==> src/sadc_pkg.sv <==
`default_nettype none
package sadc_pkg;
    // widths of the pass words and the merged result
    localparam int PASS_W   = 8;
    localparam int RESULT_W = 12;
    localparam int SUM_W    = 14;
    // the coarse word lands 4 bits up; the fine word carries a mid-scale bias for overlap correction
    localparam int              COARSE_SHIFT = 4;
    localparam logic [SUM_W-1:0] FINE_BIAS   = 14'h0080;
    localparam logic [SUM_W-1:0] FULL_SCALE  = 14'h1000;
    // reset values of the result pins and the pass words
    localparam logic [RESULT_W-1:0] RESULT_RST = 12'h000;
    localparam logic [PASS_W-1:0]   PASS_RST   = 8'h00;
    // core clock and link timing
    localparam int CORE_CLK_NS     = 100;
    localparam int START_MIN_NS    = 50;
    localparam int CONV_CLK_MIN_NS = 250;
    localparam int START_MIN_CYC   = (START_MIN_NS + CORE_CLK_NS - 1) / CORE_CLK_NS;
    localparam int CONV_HALF_CYC   = (CONV_CLK_MIN_NS / 2 + CORE_CLK_NS - 1) / CORE_CLK_NS;
    localparam int CNT_W           = 4;
    // two-entry result buffer
    localparam int BUF_DEPTH = 2;
    localparam int BUF_W     = RESULT_W + 1;
    // sequencer states
    typedef enum logic [2:0] {
        SEQ_IDLE   = 3'b001,
        SEQ_COARSE = 3'b010,
        SEQ_FINE   = 3'b100
    } sadc_seq_type;
endpackage
`default_nettype wire

==> src/sadc_link_if.sv <==
`timescale 1ns/1ps
`default_nettype none
interface sadc_link_if;
    import sadc_pkg::*;
    logic                conv_clk;
    logic                start_n;
    logic                busy;
    logic                eoc;
    logic [RESULT_W-1:0] result;
    logic                over_full_scale_pin;
    logic                latch_ready;
    modport dev  (input conv_clk, start_n, latch_ready, output busy, eoc, result, over_full_scale_pin);
    modport host (output conv_clk, start_n, latch_ready, input busy, eoc, result, over_full_scale_pin);
endinterface
`default_nettype wire

==> src/sadc_dev.sv <==
// Overview of operation
// (RULE_01) host holds start low at least minimum width
// (RULE_02) start is taken at next rising conversion edge; the code holds it off while the result buffer is full
// (RULE_03) one conversion takes two conversion clock cycles
// (RULE_04) first edge latches the 8-bit coarse word
// (RULE_05) coarse word held, selector moves to error
// (RULE_06) second edge latches the 8-bit fine word
// (RULE_07) coarse and fine merge by addition, 12 bits
// (RULE_08) overrange flag set above full scale
// (RULE_09) result coded straight binary
// (RULE_10) busy high while converting, result not valid
// (RULE_11) eoc rises with valid result; host latches
// (RULE_12) start low beyond two pulses starts another
// (RULE_13) start held low converts back to back
// (RULE_14) host uses eoc as hold in continuous
// (RULE_15) host may use busy as single-mode hold
// (RULE_16) asynchronous start still gives accurate result
// (RULE_17) tracking allowed once coarse word is latched
// (RULE_18) pace set only by applied conversion clock
// (RULE_19) eoc fall releases track, rise commands hold
// (RULE_20) result stable from eoc rise to replacement
`timescale 1ns/1ps
`default_nettype none
module sadc_fifo
    import sadc_pkg::*;
#(
    parameter int WIDTH = BUF_W,
    parameter int DEPTH = BUF_DEPTH
) (
    input  wire logic             core_clk,
    input  wire logic             sys_rst,
    input  wire logic [WIDTH-1:0] in_data,
    input  wire logic             in_valid,
    output logic                  in_ready,
    output logic [WIDTH-1:0]      out_data,
    output logic                  out_valid,
    input  wire logic             out_ready
);
    localparam int PW = $clog2(DEPTH) + 1;
    logic [WIDTH-1:0] mem [DEPTH];
    logic [PW-1:0]    wr_ptr;
    logic [PW-1:0]    rd_ptr;
    logic             push;
    logic             pop;

    // full and empty from pointers carrying one wrap bit
    assign in_ready  = (wr_ptr - rd_ptr) != PW'(DEPTH);
    assign out_valid = wr_ptr != rd_ptr;
    assign push      = in_valid && in_ready;
    assign pop       = out_valid && out_ready;
    assign out_data  = mem[rd_ptr[PW-2:0]];

    // write side
    always_ff @(posedge core_clk or posedge sys_rst)
    begin
        if (sys_rst)
            wr_ptr <= '0;
        else if (push)
            wr_ptr <= wr_ptr + PW'(1);
    end

    // storage
    always_ff @(posedge core_clk)
    begin
        if (push)
            mem[wr_ptr[PW-2:0]] <= in_data;
    end

    // read side
    always_ff @(posedge core_clk or posedge sys_rst)
    begin
        if (sys_rst)
            rd_ptr <= '0;
        else if (pop)
            rd_ptr <= rd_ptr + PW'(1);
    end
endmodule

module sadc_dev (
    input  wire logic                   core_clk,
    input  wire logic                   sys_rst,
    sadc_link_if.dev                    link,
    input  wire logic [sadc_pkg::PASS_W-1:0] flash_code,
    output logic                        quantizer_input_selector,
    output logic [sadc_pkg::PASS_W-1:0] coarse_word,
    output logic                        sh_track
);
    import sadc_pkg::*;

    sadc_seq_type         state;
    logic                 clk_prev;
    logic                 clk_rise;
    logic                 pending;
    logic [PASS_W-1:0]    fine_word;
    logic [SUM_W-1:0]     sum;
    logic [SUM_W-1:0]     corrected;
    logic                 over_range;
    logic                 buf_in_valid;
    logic                 buf_in_ready;
    logic [BUF_W-1:0]     buf_out;
    logic                 buf_out_valid;
    logic                 buf_pop;
    logic                 eoc_q;
    logic                 coarse_take;
    logic                 fine_take;

    // conversion clock edge: the pace comes only from the applied clock
    always_ff @(posedge core_clk or posedge sys_rst)
    begin
        if (sys_rst)
            clk_prev <= 1'b0;
        else
            clk_prev <= link.conv_clk;
    end
    assign clk_rise = link.conv_clk && !clk_prev; // RULE_18

    // a coarse pass only starts when the buffer can take its result
    assign coarse_take = clk_rise && pending && state != SEQ_FINE && buf_in_ready; // RULE_02
    assign fine_take   = clk_rise && state == SEQ_FINE;

    // request flag: low start is remembered until a rising edge takes it as the coarse latch
    always_ff @(posedge core_clk or posedge sys_rst)
    begin
        if (sys_rst)
            pending <= 1'b0;
        else if (!link.start_n)
            pending <= 1'b1; // RULE_12 RULE_13 RULE_16
        else if (coarse_take)
            pending <= 1'b0;
    end

    // sequencer: idle, coarse pass, fine pass; two conversion edges in all
    always_ff @(posedge core_clk or posedge sys_rst)
    begin
        if (sys_rst)
            state <= SEQ_IDLE;
        else
        begin
            unique case (state)
                SEQ_IDLE:
                    if (coarse_take)
                        state <= SEQ_FINE; // RULE_02
                    else if (pending)
                        state <= SEQ_COARSE;
                SEQ_COARSE:
                    if (coarse_take)
                        state <= SEQ_FINE; // RULE_03
                SEQ_FINE:
                    if (fine_take)
                        state <= (pending || !link.start_n) ? SEQ_COARSE : SEQ_IDLE; // RULE_13
                default:
                    state <= SEQ_IDLE;
            endcase
        end
    end

    // coarse word held for the subtracting converter; selector flips to error path
    always_ff @(posedge core_clk or posedge sys_rst)
    begin
        if (sys_rst)
        begin
            coarse_word              <= PASS_RST;
            quantizer_input_selector <= 1'b0;
        end
        else if (coarse_take)
        begin
            coarse_word              <= flash_code;  // RULE_04
            quantizer_input_selector <= 1'b1;        // RULE_05
        end
        else if (fine_take)
            quantizer_input_selector <= 1'b0;
    end

    // fine word held for the correction stage
    always_ff @(posedge core_clk or posedge sys_rst)
    begin
        if (sys_rst)
            fine_word <= PASS_RST;
        else if (fine_take)
            fine_word <= flash_code; // RULE_06
    end

    // sample/hold may track from the coarse latch to the end of the fine pass
    always_ff @(posedge core_clk or posedge sys_rst)
    begin
        if (sys_rst)
            sh_track <= 1'b0;
        else if (coarse_take)
            sh_track <= 1'b1; // RULE_17
        else if (fine_take)
            sh_track <= 1'b0;
    end

    // result pushed into the buffer one cycle after the fine latch
    always_ff @(posedge core_clk or posedge sys_rst)
    begin
        if (sys_rst)
            buf_in_valid <= 1'b0;
        else
            buf_in_valid <= fine_take;
    end

    // correction: coarse scaled up plus fine, less the overlap bias, clamped at zero
    always_comb
    begin
        sum = (SUM_W'(coarse_word) << COARSE_SHIFT) + SUM_W'(fine_word); // RULE_07
        if (sum < FINE_BIAS)
            corrected = '0; // RULE_09
        else
            corrected = sum - FINE_BIAS;
        over_range = corrected >= FULL_SCALE; // RULE_08
    end

    sadc_fifo #(
        .WIDTH (BUF_W),
        .DEPTH (BUF_DEPTH)
    ) u_result_buf (
        .core_clk  (core_clk),
        .sys_rst   (sys_rst),
        .in_data   ({over_range, corrected[RESULT_W-1:0]}),
        .in_valid  (buf_in_valid),
        .in_ready  (buf_in_ready),
        .out_data  (buf_out),
        .out_valid (buf_out_valid),
        .out_ready (buf_pop)
    );

    // a word leaves only with eoc low and the host ready, giving one eoc rise per word
    assign buf_pop = buf_out_valid && link.latch_ready && !eoc_q;

    // eoc: rises with a new word, falls at the next coarse latch or when another word waits
    always_ff @(posedge core_clk or posedge sys_rst)
    begin
        if (sys_rst)
            eoc_q <= 1'b0;
        else if (buf_pop)
            eoc_q <= 1'b1; // RULE_11
        else if (coarse_take || buf_out_valid)
            eoc_q <= 1'b0; // RULE_19
    end
    assign link.eoc = eoc_q;

    // result pins change only when a word leaves the buffer
    always_ff @(posedge core_clk or posedge sys_rst)
    begin
        if (sys_rst)
        begin
            link.result              <= RESULT_RST;
            link.over_full_scale_pin <= 1'b0;
        end
        else if (buf_pop)
        begin
            link.result              <= buf_out[RESULT_W-1:0]; // RULE_20
            link.over_full_scale_pin <= buf_out[RESULT_W];
        end
    end

    // busy from request until the last pass of a run
    assign link.busy = pending || state != SEQ_IDLE; // RULE_10 RULE_12
endmodule
`default_nettype wire

==> src/flat_wrapper.sv <==
// flat-port wrapper written by rule: the top's interface ports become plain ports
module sadc_dev_flat import sadc_pkg::*;
  (core_clk, sys_rst, flash_code, quantizer_input_selector, coarse_word, sh_track, link_conv_clk, link_start_n, link_latch_ready, link_busy, link_eoc, link_result, link_over_full_scale_pin);
  sadc_link_if link_i ();
  input  wire logic core_clk;
  input  wire logic sys_rst;
  input  wire logic [sadc_pkg::PASS_W-1:0] flash_code;
  output logic quantizer_input_selector;
  output logic [sadc_pkg::PASS_W-1:0] coarse_word;
  output logic sh_track;
  input wire logic [$bits(link_i.conv_clk)-1:0] link_conv_clk;
  input wire logic [$bits(link_i.start_n)-1:0] link_start_n;
  input wire logic [$bits(link_i.latch_ready)-1:0] link_latch_ready;
  output wire logic [$bits(link_i.busy)-1:0] link_busy;
  output wire logic [$bits(link_i.eoc)-1:0] link_eoc;
  output wire logic [$bits(link_i.result)-1:0] link_result;
  output wire logic [$bits(link_i.over_full_scale_pin)-1:0] link_over_full_scale_pin;
  assign link_i.conv_clk = link_conv_clk;
  assign link_i.start_n = link_start_n;
  assign link_i.latch_ready = link_latch_ready;
  assign link_busy = link_i.busy;
  assign link_eoc = link_i.eoc;
  assign link_result = link_i.result;
  assign link_over_full_scale_pin = link_i.over_full_scale_pin;
  sadc_dev u_core (.core_clk(core_clk), .sys_rst(sys_rst), .link(link_i), .flash_code(flash_code), .quantizer_input_selector(quantizer_input_selector), .coarse_word(coarse_word), .sh_track(sh_track));
endmodule
==> config.mk <==
export PLATFORM = sky130hd
export DESIGN_NAME = sadc_dev_flat
export DESIGN_NICKNAME = d
export VERILOG_FILES = /design/src/sadc_pkg.sv /design/src/sadc_link_if.sv /design/src/sadc_dev.sv /design/src/flat_wrapper.sv
export SDC_FILE = /design/constraint.sdc
export NUM_CORES = 1
export LEC_CHECK = 0
export ABC_AREA = 1
export BUFFER_PORTS_ARGS = -buffer_cell sky130_fd_sc_hd__buf_2
export CAP_MARGIN = 20
export CORE_MARGIN = 2
export CORE_UTILIZATION = 26
export DETAILED_ROUTE_END_ITERATION = 10
export GPL_ROUTABILITY_DRIVEN = 0
export GPL_TIMING_DRIVEN = 0
export HOLD_SLACK_MARGIN = 0.15
export SLEW_MARGIN = 20
export SYNTH_ARGS = -nofsm -noshare
export SYNTH_HDL_FRONTEND = slang
export SYNTH_SLANG_ARGS = --single-unit
==> constraint.sdc <==
create_clock -name core_clk -period 2.8 [get_ports core_clk]
set_input_delay 0 -clock core_clk [delete_from_list [all_inputs] [get_ports core_clk]]
set_output_delay 0 -clock core_clk [all_outputs]
set_load 0.005 [all_outputs]
Word level (Yosys, flattened, before mapping)
Memories as Yosys holds them, arrays and structs flattened. A register that Yosys moved wholly into a read port is not among the register bits.
Cells that the tools add are included.
Cells by class
  add/sub/neg operators: 5
  magnitude comparators: 2
  equality and inequality tests: 11
  mux-type cells: 15
  reduce and logical (&&, ||, !) cells: 18
Operators by type and width (count)
  $ge A14 B13 Y1 const B: 1
  $lt A14 B8 Y1 const B: 1
  $mux W14: 1
  $sub A14 B8 Y14 const B: 1
  $add A12 B8 Y13: 1
  $mux W3: 4
  $logic_and A1 B1 Y1: 9
  $pmux W3 S3: 1
  $mux W1: 8
  $ne A2 B1 Y1 const B: 3
  $ne A3 B1 Y1 const B: 2
  $add A2 B1 Y2 const B: 2
  $reduce_bool A2 Y1: 2
  $eq A3 B1 Y1 const B: 1
  $eq A3 B2 Y1 const B: 1
  $eq A3 B3 Y1 const B: 1
  $logic_not A1 Y1: 3
  $logic_or A1 B1 Y1: 3
  $ne A3 B3 Y1 const B: 1
  $reduce_and A3 Y1: 1
  $mux W2: 1
  $ne A2 B2 Y1: 1
  $ne A2 B2 Y1 const B: 1
  $sub A2 B2 Y2: 1
Storage, ports and cells
  register bits: 28
  RAM bits: 26
  output and inout port bits: 25
  memories: 1
Memories
  u_core.u_result_buf.mem: depth 2, bits a word 13, rd ports 1, clocked after memory_dff 1, wr ports 1, RTL line sadc_dev.sv:40  | logic [WIDTH-1:0] mem [DEPTH];

Logic depth before layout (Yosys ltp)
  depth in word-level cells: 8
  depth in mapped cells: 13
  mapped depth without buffers: 13

Cells and area by module
From an unflattened synthesis, not the netlist that was laid out.
Second synthesis, totals
  cell total of the unflattened synthesis: 359
  area, all modules: 3199.3 um2
By module, submodules not included
  sadc_dev: instances 1, cells each 253, area an instance 1968.1 um2
  sadc_fifo: instances 1, cells each 106, area an instance 1231.2 um2

Worst setup path before layout
OpenSTA, ideal clock, no wires.
  path kind: reg-to-reg
  from: register u_core.coarse_word[0] in the netlist's numbering
  to: memory u_core.u_result_buf.mem[0][11] in the netlist's numbering (data pin)
  data arrival time: 1.837 ns
  slack: 0.711 ns
  stages on the path, launching flop included: 14
  buffers on the path: 0
  clock period less this slack: 2.089 ns
  cell sequence: dfrtp_1 > ha_1 > fa_1 > nand3_1 > nand2_2 > nand2_1 > nand2_2 > ha_1 > inv_1 > nor2_1 > nand2_1 > nand2_1 > nand2_1 > inv_1
Between the ends
  cells in the longest elaborated chain, start to end: 3
  elaborated cells between the ends (all ways): 4
Ends and longest elaborated chain
  from (decl): RTL line sadc_dev.sv:85  | output logic [sadc_pkg::PASS_W-1:0] coarse_word,
  from (signal assigned): RTL line sadc_dev.sv:167  | coarse_word <= flash_code;
  $add A12 B8 Y13 (*): RTL line sadc_dev.sv:206  | sum = (SUM_W'(coarse_word) << COARSE_SHIFT) + SUM_W'(fine_word);
  $sub A14 B8 Y14 or $lt A14 B8 Y1 (tied branches): RTL line sadc_dev.sv:210, sadc_dev.sv:207
  $mux W14 (*): RTL line sadc_dev.sv:207  | if (sum < FINE_BIAS)
  net u_core.corrected[11]: RTL line sadc_dev.sv:96  | logic [SUM_W-1:0] corrected;
  to (decl): RTL line sadc_dev.sv:40
The timed path passes the listed nets; every way through them passes the cells marked *.

Worst setup path after layout
  from: register u_core.coarse_word[0] in the netlist's numbering
  to: memory u_core.u_result_buf.mem[1][11] in the netlist's numbering (data pin)
Same word-level chain as after synthesis.

==> results <==
- The final number of max-transition violations is 0.
- The most common cell type on the critical path is nand2_1.
- In this run, placement finished with an instance count of 496.
- The number of buffers added by the clock tree synthesis step is 9.
- Timing would allow up to 432 MHz.
- The transition at the pin with the smallest max-transition slack is 0.790 ns.
- The pin count of the biggest net entering global routing is 24.
- The critical path buffer and inverter count is 2.
- Wires add up to 6.38 mm.
- The type of the tightest min-delay check is input pin to asynchronous set/reset pin.
- The master of the slowest instance on the critical path is dfrtp_1.
- The flip-flop and latch count after synthesis is 67.
- The maximum fanout encountered on the critical timing path is 4.
- The static power due to leakage is 1.76 nW.
- Across the run, the number of max-cap violations was 0.
- Of the cells placed in the final design, the portion with a size suffix greater than 1 is 0.228.
- The clock reaches the later pin of the worst-skew pair after 0.33 ns.
- The overall power after layout is 4.69 mW.
- The total global-route track usage is 0.114.
- The maximum single-stage delay on the critical path is 0.42 ns.
- The peak ir drop on the vdd network is 0.000524 V.
- The wire length of the first global-routing pass is 11.4 mm.
- The worst setup path is launched from a flop.
- The synthesized design spends more area on one cell type than any other, namely dfrtp_1.
- The die covers 12600 um^2.
- 38 I/O pins were placed.
- Of all flip-flops after synthesis, the portion carrying an async set or reset was 0.612.
- The number of DRC markers after the initial detailed-route iteration is 53.
- The count of vias placed by the detailed router is 2274.
- The Yosys step of the flow raised 0 warnings.
- The number of levels the H-tree was split into is 3.
- The area taken by flip-flops and latches is 1810 um^2.
- The final setup violation count is 0.
- The flow ran to the end, and the final reports show no timing, DRC or antenna violations.
- The initial antenna violation count came to 0.
- The number of hold-slack violations in the final timing report is 0.
- Buffers placed on the I/O ports in this run total 37.
- In the final layout, the multi-input gates occupy 1040 um^2.
- The total number of placement rows is 39.
- By area the synthesized netlist is led by dfrtp_1 33%, edfxtp_1 26%, nand2_1 11%.
- The number of remaining DRC errors is 0.
- The total negative setup slack is 0 ns.
- Of the available clock period, the critical path in the final layout requires 0.826.
- The mean cell area of the mapped netlist is 9.67 um^2.
- The worst setup path is captured at a flop.
- The most frequent cell after synthesis is nand2_1.
- The number of buffers inserted to repair setup after CTS is 0.
- The die is 112 um wide.
- Dividing the detail-routed via count by the number of cells gives 4.34.
- After clock tree synthesis, the clock-pin slew on the worst setup and hold paths is 0.06 ns.
- In the synthesized netlist the dominant register cell turns out to be dfrtp_1.
- The number of flops mapped to enable cells by yosys is 26.
- The first detailed-routing pass took 4 iterations.
- Of the synthesized area, sequential elements account for 0.596.
- Final hold analysis gives a worst-case slack of 0.265 ns.
- Among cell families on the critical path, the largest total delay comes from adder cells.
- The share of synthesized area in the top cell type comes to 0.330.
- Dividing total power by cell area gives a power density of 1210 nW/um^2.
- The area of the core is 11400 um^2.
- The detail-routed net length per standard cell is 12.2 um.
- TritonCTS built the clock tree.
- The root buffer cell chosen for the clock tree is clkbuf_16.
- The start-to-end type of the worst setup path is flop to flop.
- At the worst endpoint, the required time is 2.89 ns.
- After synthesis, the most frequently instantiated cells are 88 x nand2_1, 40 x dfrtp_1, 36 x inv_1.
- The number of global-route vias before repair is 2393.
- The number of nets in the layout is 395.
- Counting every sink on the clock net gives 67.
- Relative to the synthesized area, the layout overhead comes to 27.6%.
- Traced cell by cell, the critical path runs through ha_1 > fa_1 > nand3_1 > nand2_2 > nand2_1 > nand2_2 > ha_1 > inv_1 > nor2_1 > nand2_1 > nand2_1 > nand2_1 > inv_1.
- Measured against its own limit, the worst slew margin works out to 0.473.
- When the netlist entered floorplanning its net count stood at 333.
- The height of the die is 112 um.
- After synthesis the cells add up to 3040 um^2.
- The number of fillers in the final layout is 1182.
- Once detail routing completed, the nets flagged for antenna violations numbered 0.
- Excluding fillers, the count of instances in the completed layout stands at 524.
- The final HPWL from detailed placement is 4.65 mm.
- The longest clock path from root to sink contains 2 buffers.
- The initial utilization of the core area, before any placement, comes to 0.266.
- In this run, distinct cell masters in the synthesized netlist total 35.
- The number of antenna diodes in the final layout is 0.
- On the final layout, the worst clock skew is 0.00728 ns.
- The time the worst path needs with I/O delays and setup is 2.31 ns.
- The remaining global-route overflow is 0.
- The worst path arrival time is 2.40 ns.
- In the synthesized netlist, the number of instances is 314.
- Setup repair after global routing left no endpoint under its margin.
[logic make-up (layout without fill, tap and decap cells)]
logic type,count (synthesis),after routing,share of synthesized area
flip-flops,67,67,0.596
buffers and inverters,46,113,0.0635
AO/OA/AOI/OAI,37,37,0.0705
adder cells (fa/ha/maj),6,6,0.0272
XOR/XNOR,5,5,0.0144
AND/OR/NAND/NOR,153,153,0.229
[cells in the final DEF (no fill, tap or decap), types with 2 or more instances in the layout]
master,count
a21oi_1,4
a31oi_1,13
buf_2,40
buf_6,2
clkbuf_1,2
clkbuf_16,9
clkinv_4,3
dfrtp_1,40
dlygate4sd3_1,12
edfxtp_1,26
ha_1,5
inv_1,35
inv_2,3
inv_6,2
nand2_1,88
nand2_2,4
nand3_1,9
nand3b_1,2
nand4_1,5
nor2_1,25
nor2_2,11
nor2_4,3
nor3_1,2
o21ai_0,15
xnor2_1,2
xor2_1,3
[power by group]
group          switching [mW]  leakage [nW]  internal, mW  total, mW
logic                    1.13         0.891         0.734       1.86
registers               0.212         0.719          1.46       1.67
clock network           0.436         0.149         0.721       1.16
[through the flow]
step / setup WS [ns] / util / cell area (um^2)
CTS: 0.497 / 0.339 / 3870
detailed placement: 0.527 / 0.301 / 3440
global placement: 0.510 / 0.298 / 3400
global route: 0.319 / 0.339 / 3870
finish: 0.486 / 0.339 / 3870
floorplan: 0.711 / - / 3040
[tightest hold or removal path: stages]
cell and delay (ns):
dlygate4sd3_1 0.53, buf_2 0.13, inv_2 0.40
[routing by layer]
| layer | routed length, um | track usage | up-vias |
|---|---|---|---|
| met5 | 0 | 0 | - |
| met4 | 67 | 0.0317 | 0 |
| met3 | 324 | 0.0367 | 5 |
| met2 | 2940 | 0.185 | 60 |
| met1 | 3050 | 0.147 | 1058 |
| li1 | - | - | 1151 |
[flip-flops by register name (all words and copies together), names as in the netlist]
signal / count
u_core.u_result_buf.mem: 26
u_core.state: 3
u_core.u_result_buf.wr_ptr: 2
u_core.clk_prev: 1
u_core.link.result: 12
u_core.quantizer_input_selector: 1
u_core.pending: 1
u_core.coarse_word: 8
u_core.link.eoc: 1
u_core.buf_in_valid: 1
u_core.link.over_full_scale_pin: 1
u_core.u_result_buf.rd_ptr: 2
u_core.fine_word: 8
[timing repair]
| action | CTS | global route |
|---|---|---|
| hold endpoints to repair | 67 | 0 |
| resized for setup | 0 | 0 |
| hold buffers | 12 | 0 |
[layout make-up]
| class | count | share of cell area |
|---|---|---|
| clock inverters | 6 | 0.0187 |
| plain buffers | 7 | 0.0107 |
| repair buffers | 51 | 0.0889 |
| clock buffers | 10 | 0.0617 |
| well taps | 143 | 0.0462 |
| inverters | 39 | 0.0391 |
| multi-input cells | 201 | 0.268 |
| flip-flops and latches | 67 | 0.467 |
[worst paths after layout]
kind	startpoint	end	slack, ns	cells past startpoint
min in group core_clk	link_conv_clk	u_core.clk_prev	0.32	2
max in group asynchronous	sys_rst	u_core.link.result[9]	2.05	4
max	u_core.coarse_word[0]	u_core.u_result_buf.mem[1][11]	0.49	13
max reg2reg	u_core.coarse_word[0]	u_core.u_result_buf.mem[1][11]	0.49	13
min reg2reg	u_core.u_result_buf.wr_ptr[1]	u_core.u_result_buf.wr_ptr[1]	0.49	1
min	sys_rst	u_core.clk_prev	0.27	3
No activity file was read; power rests on OpenSTA's default activity.
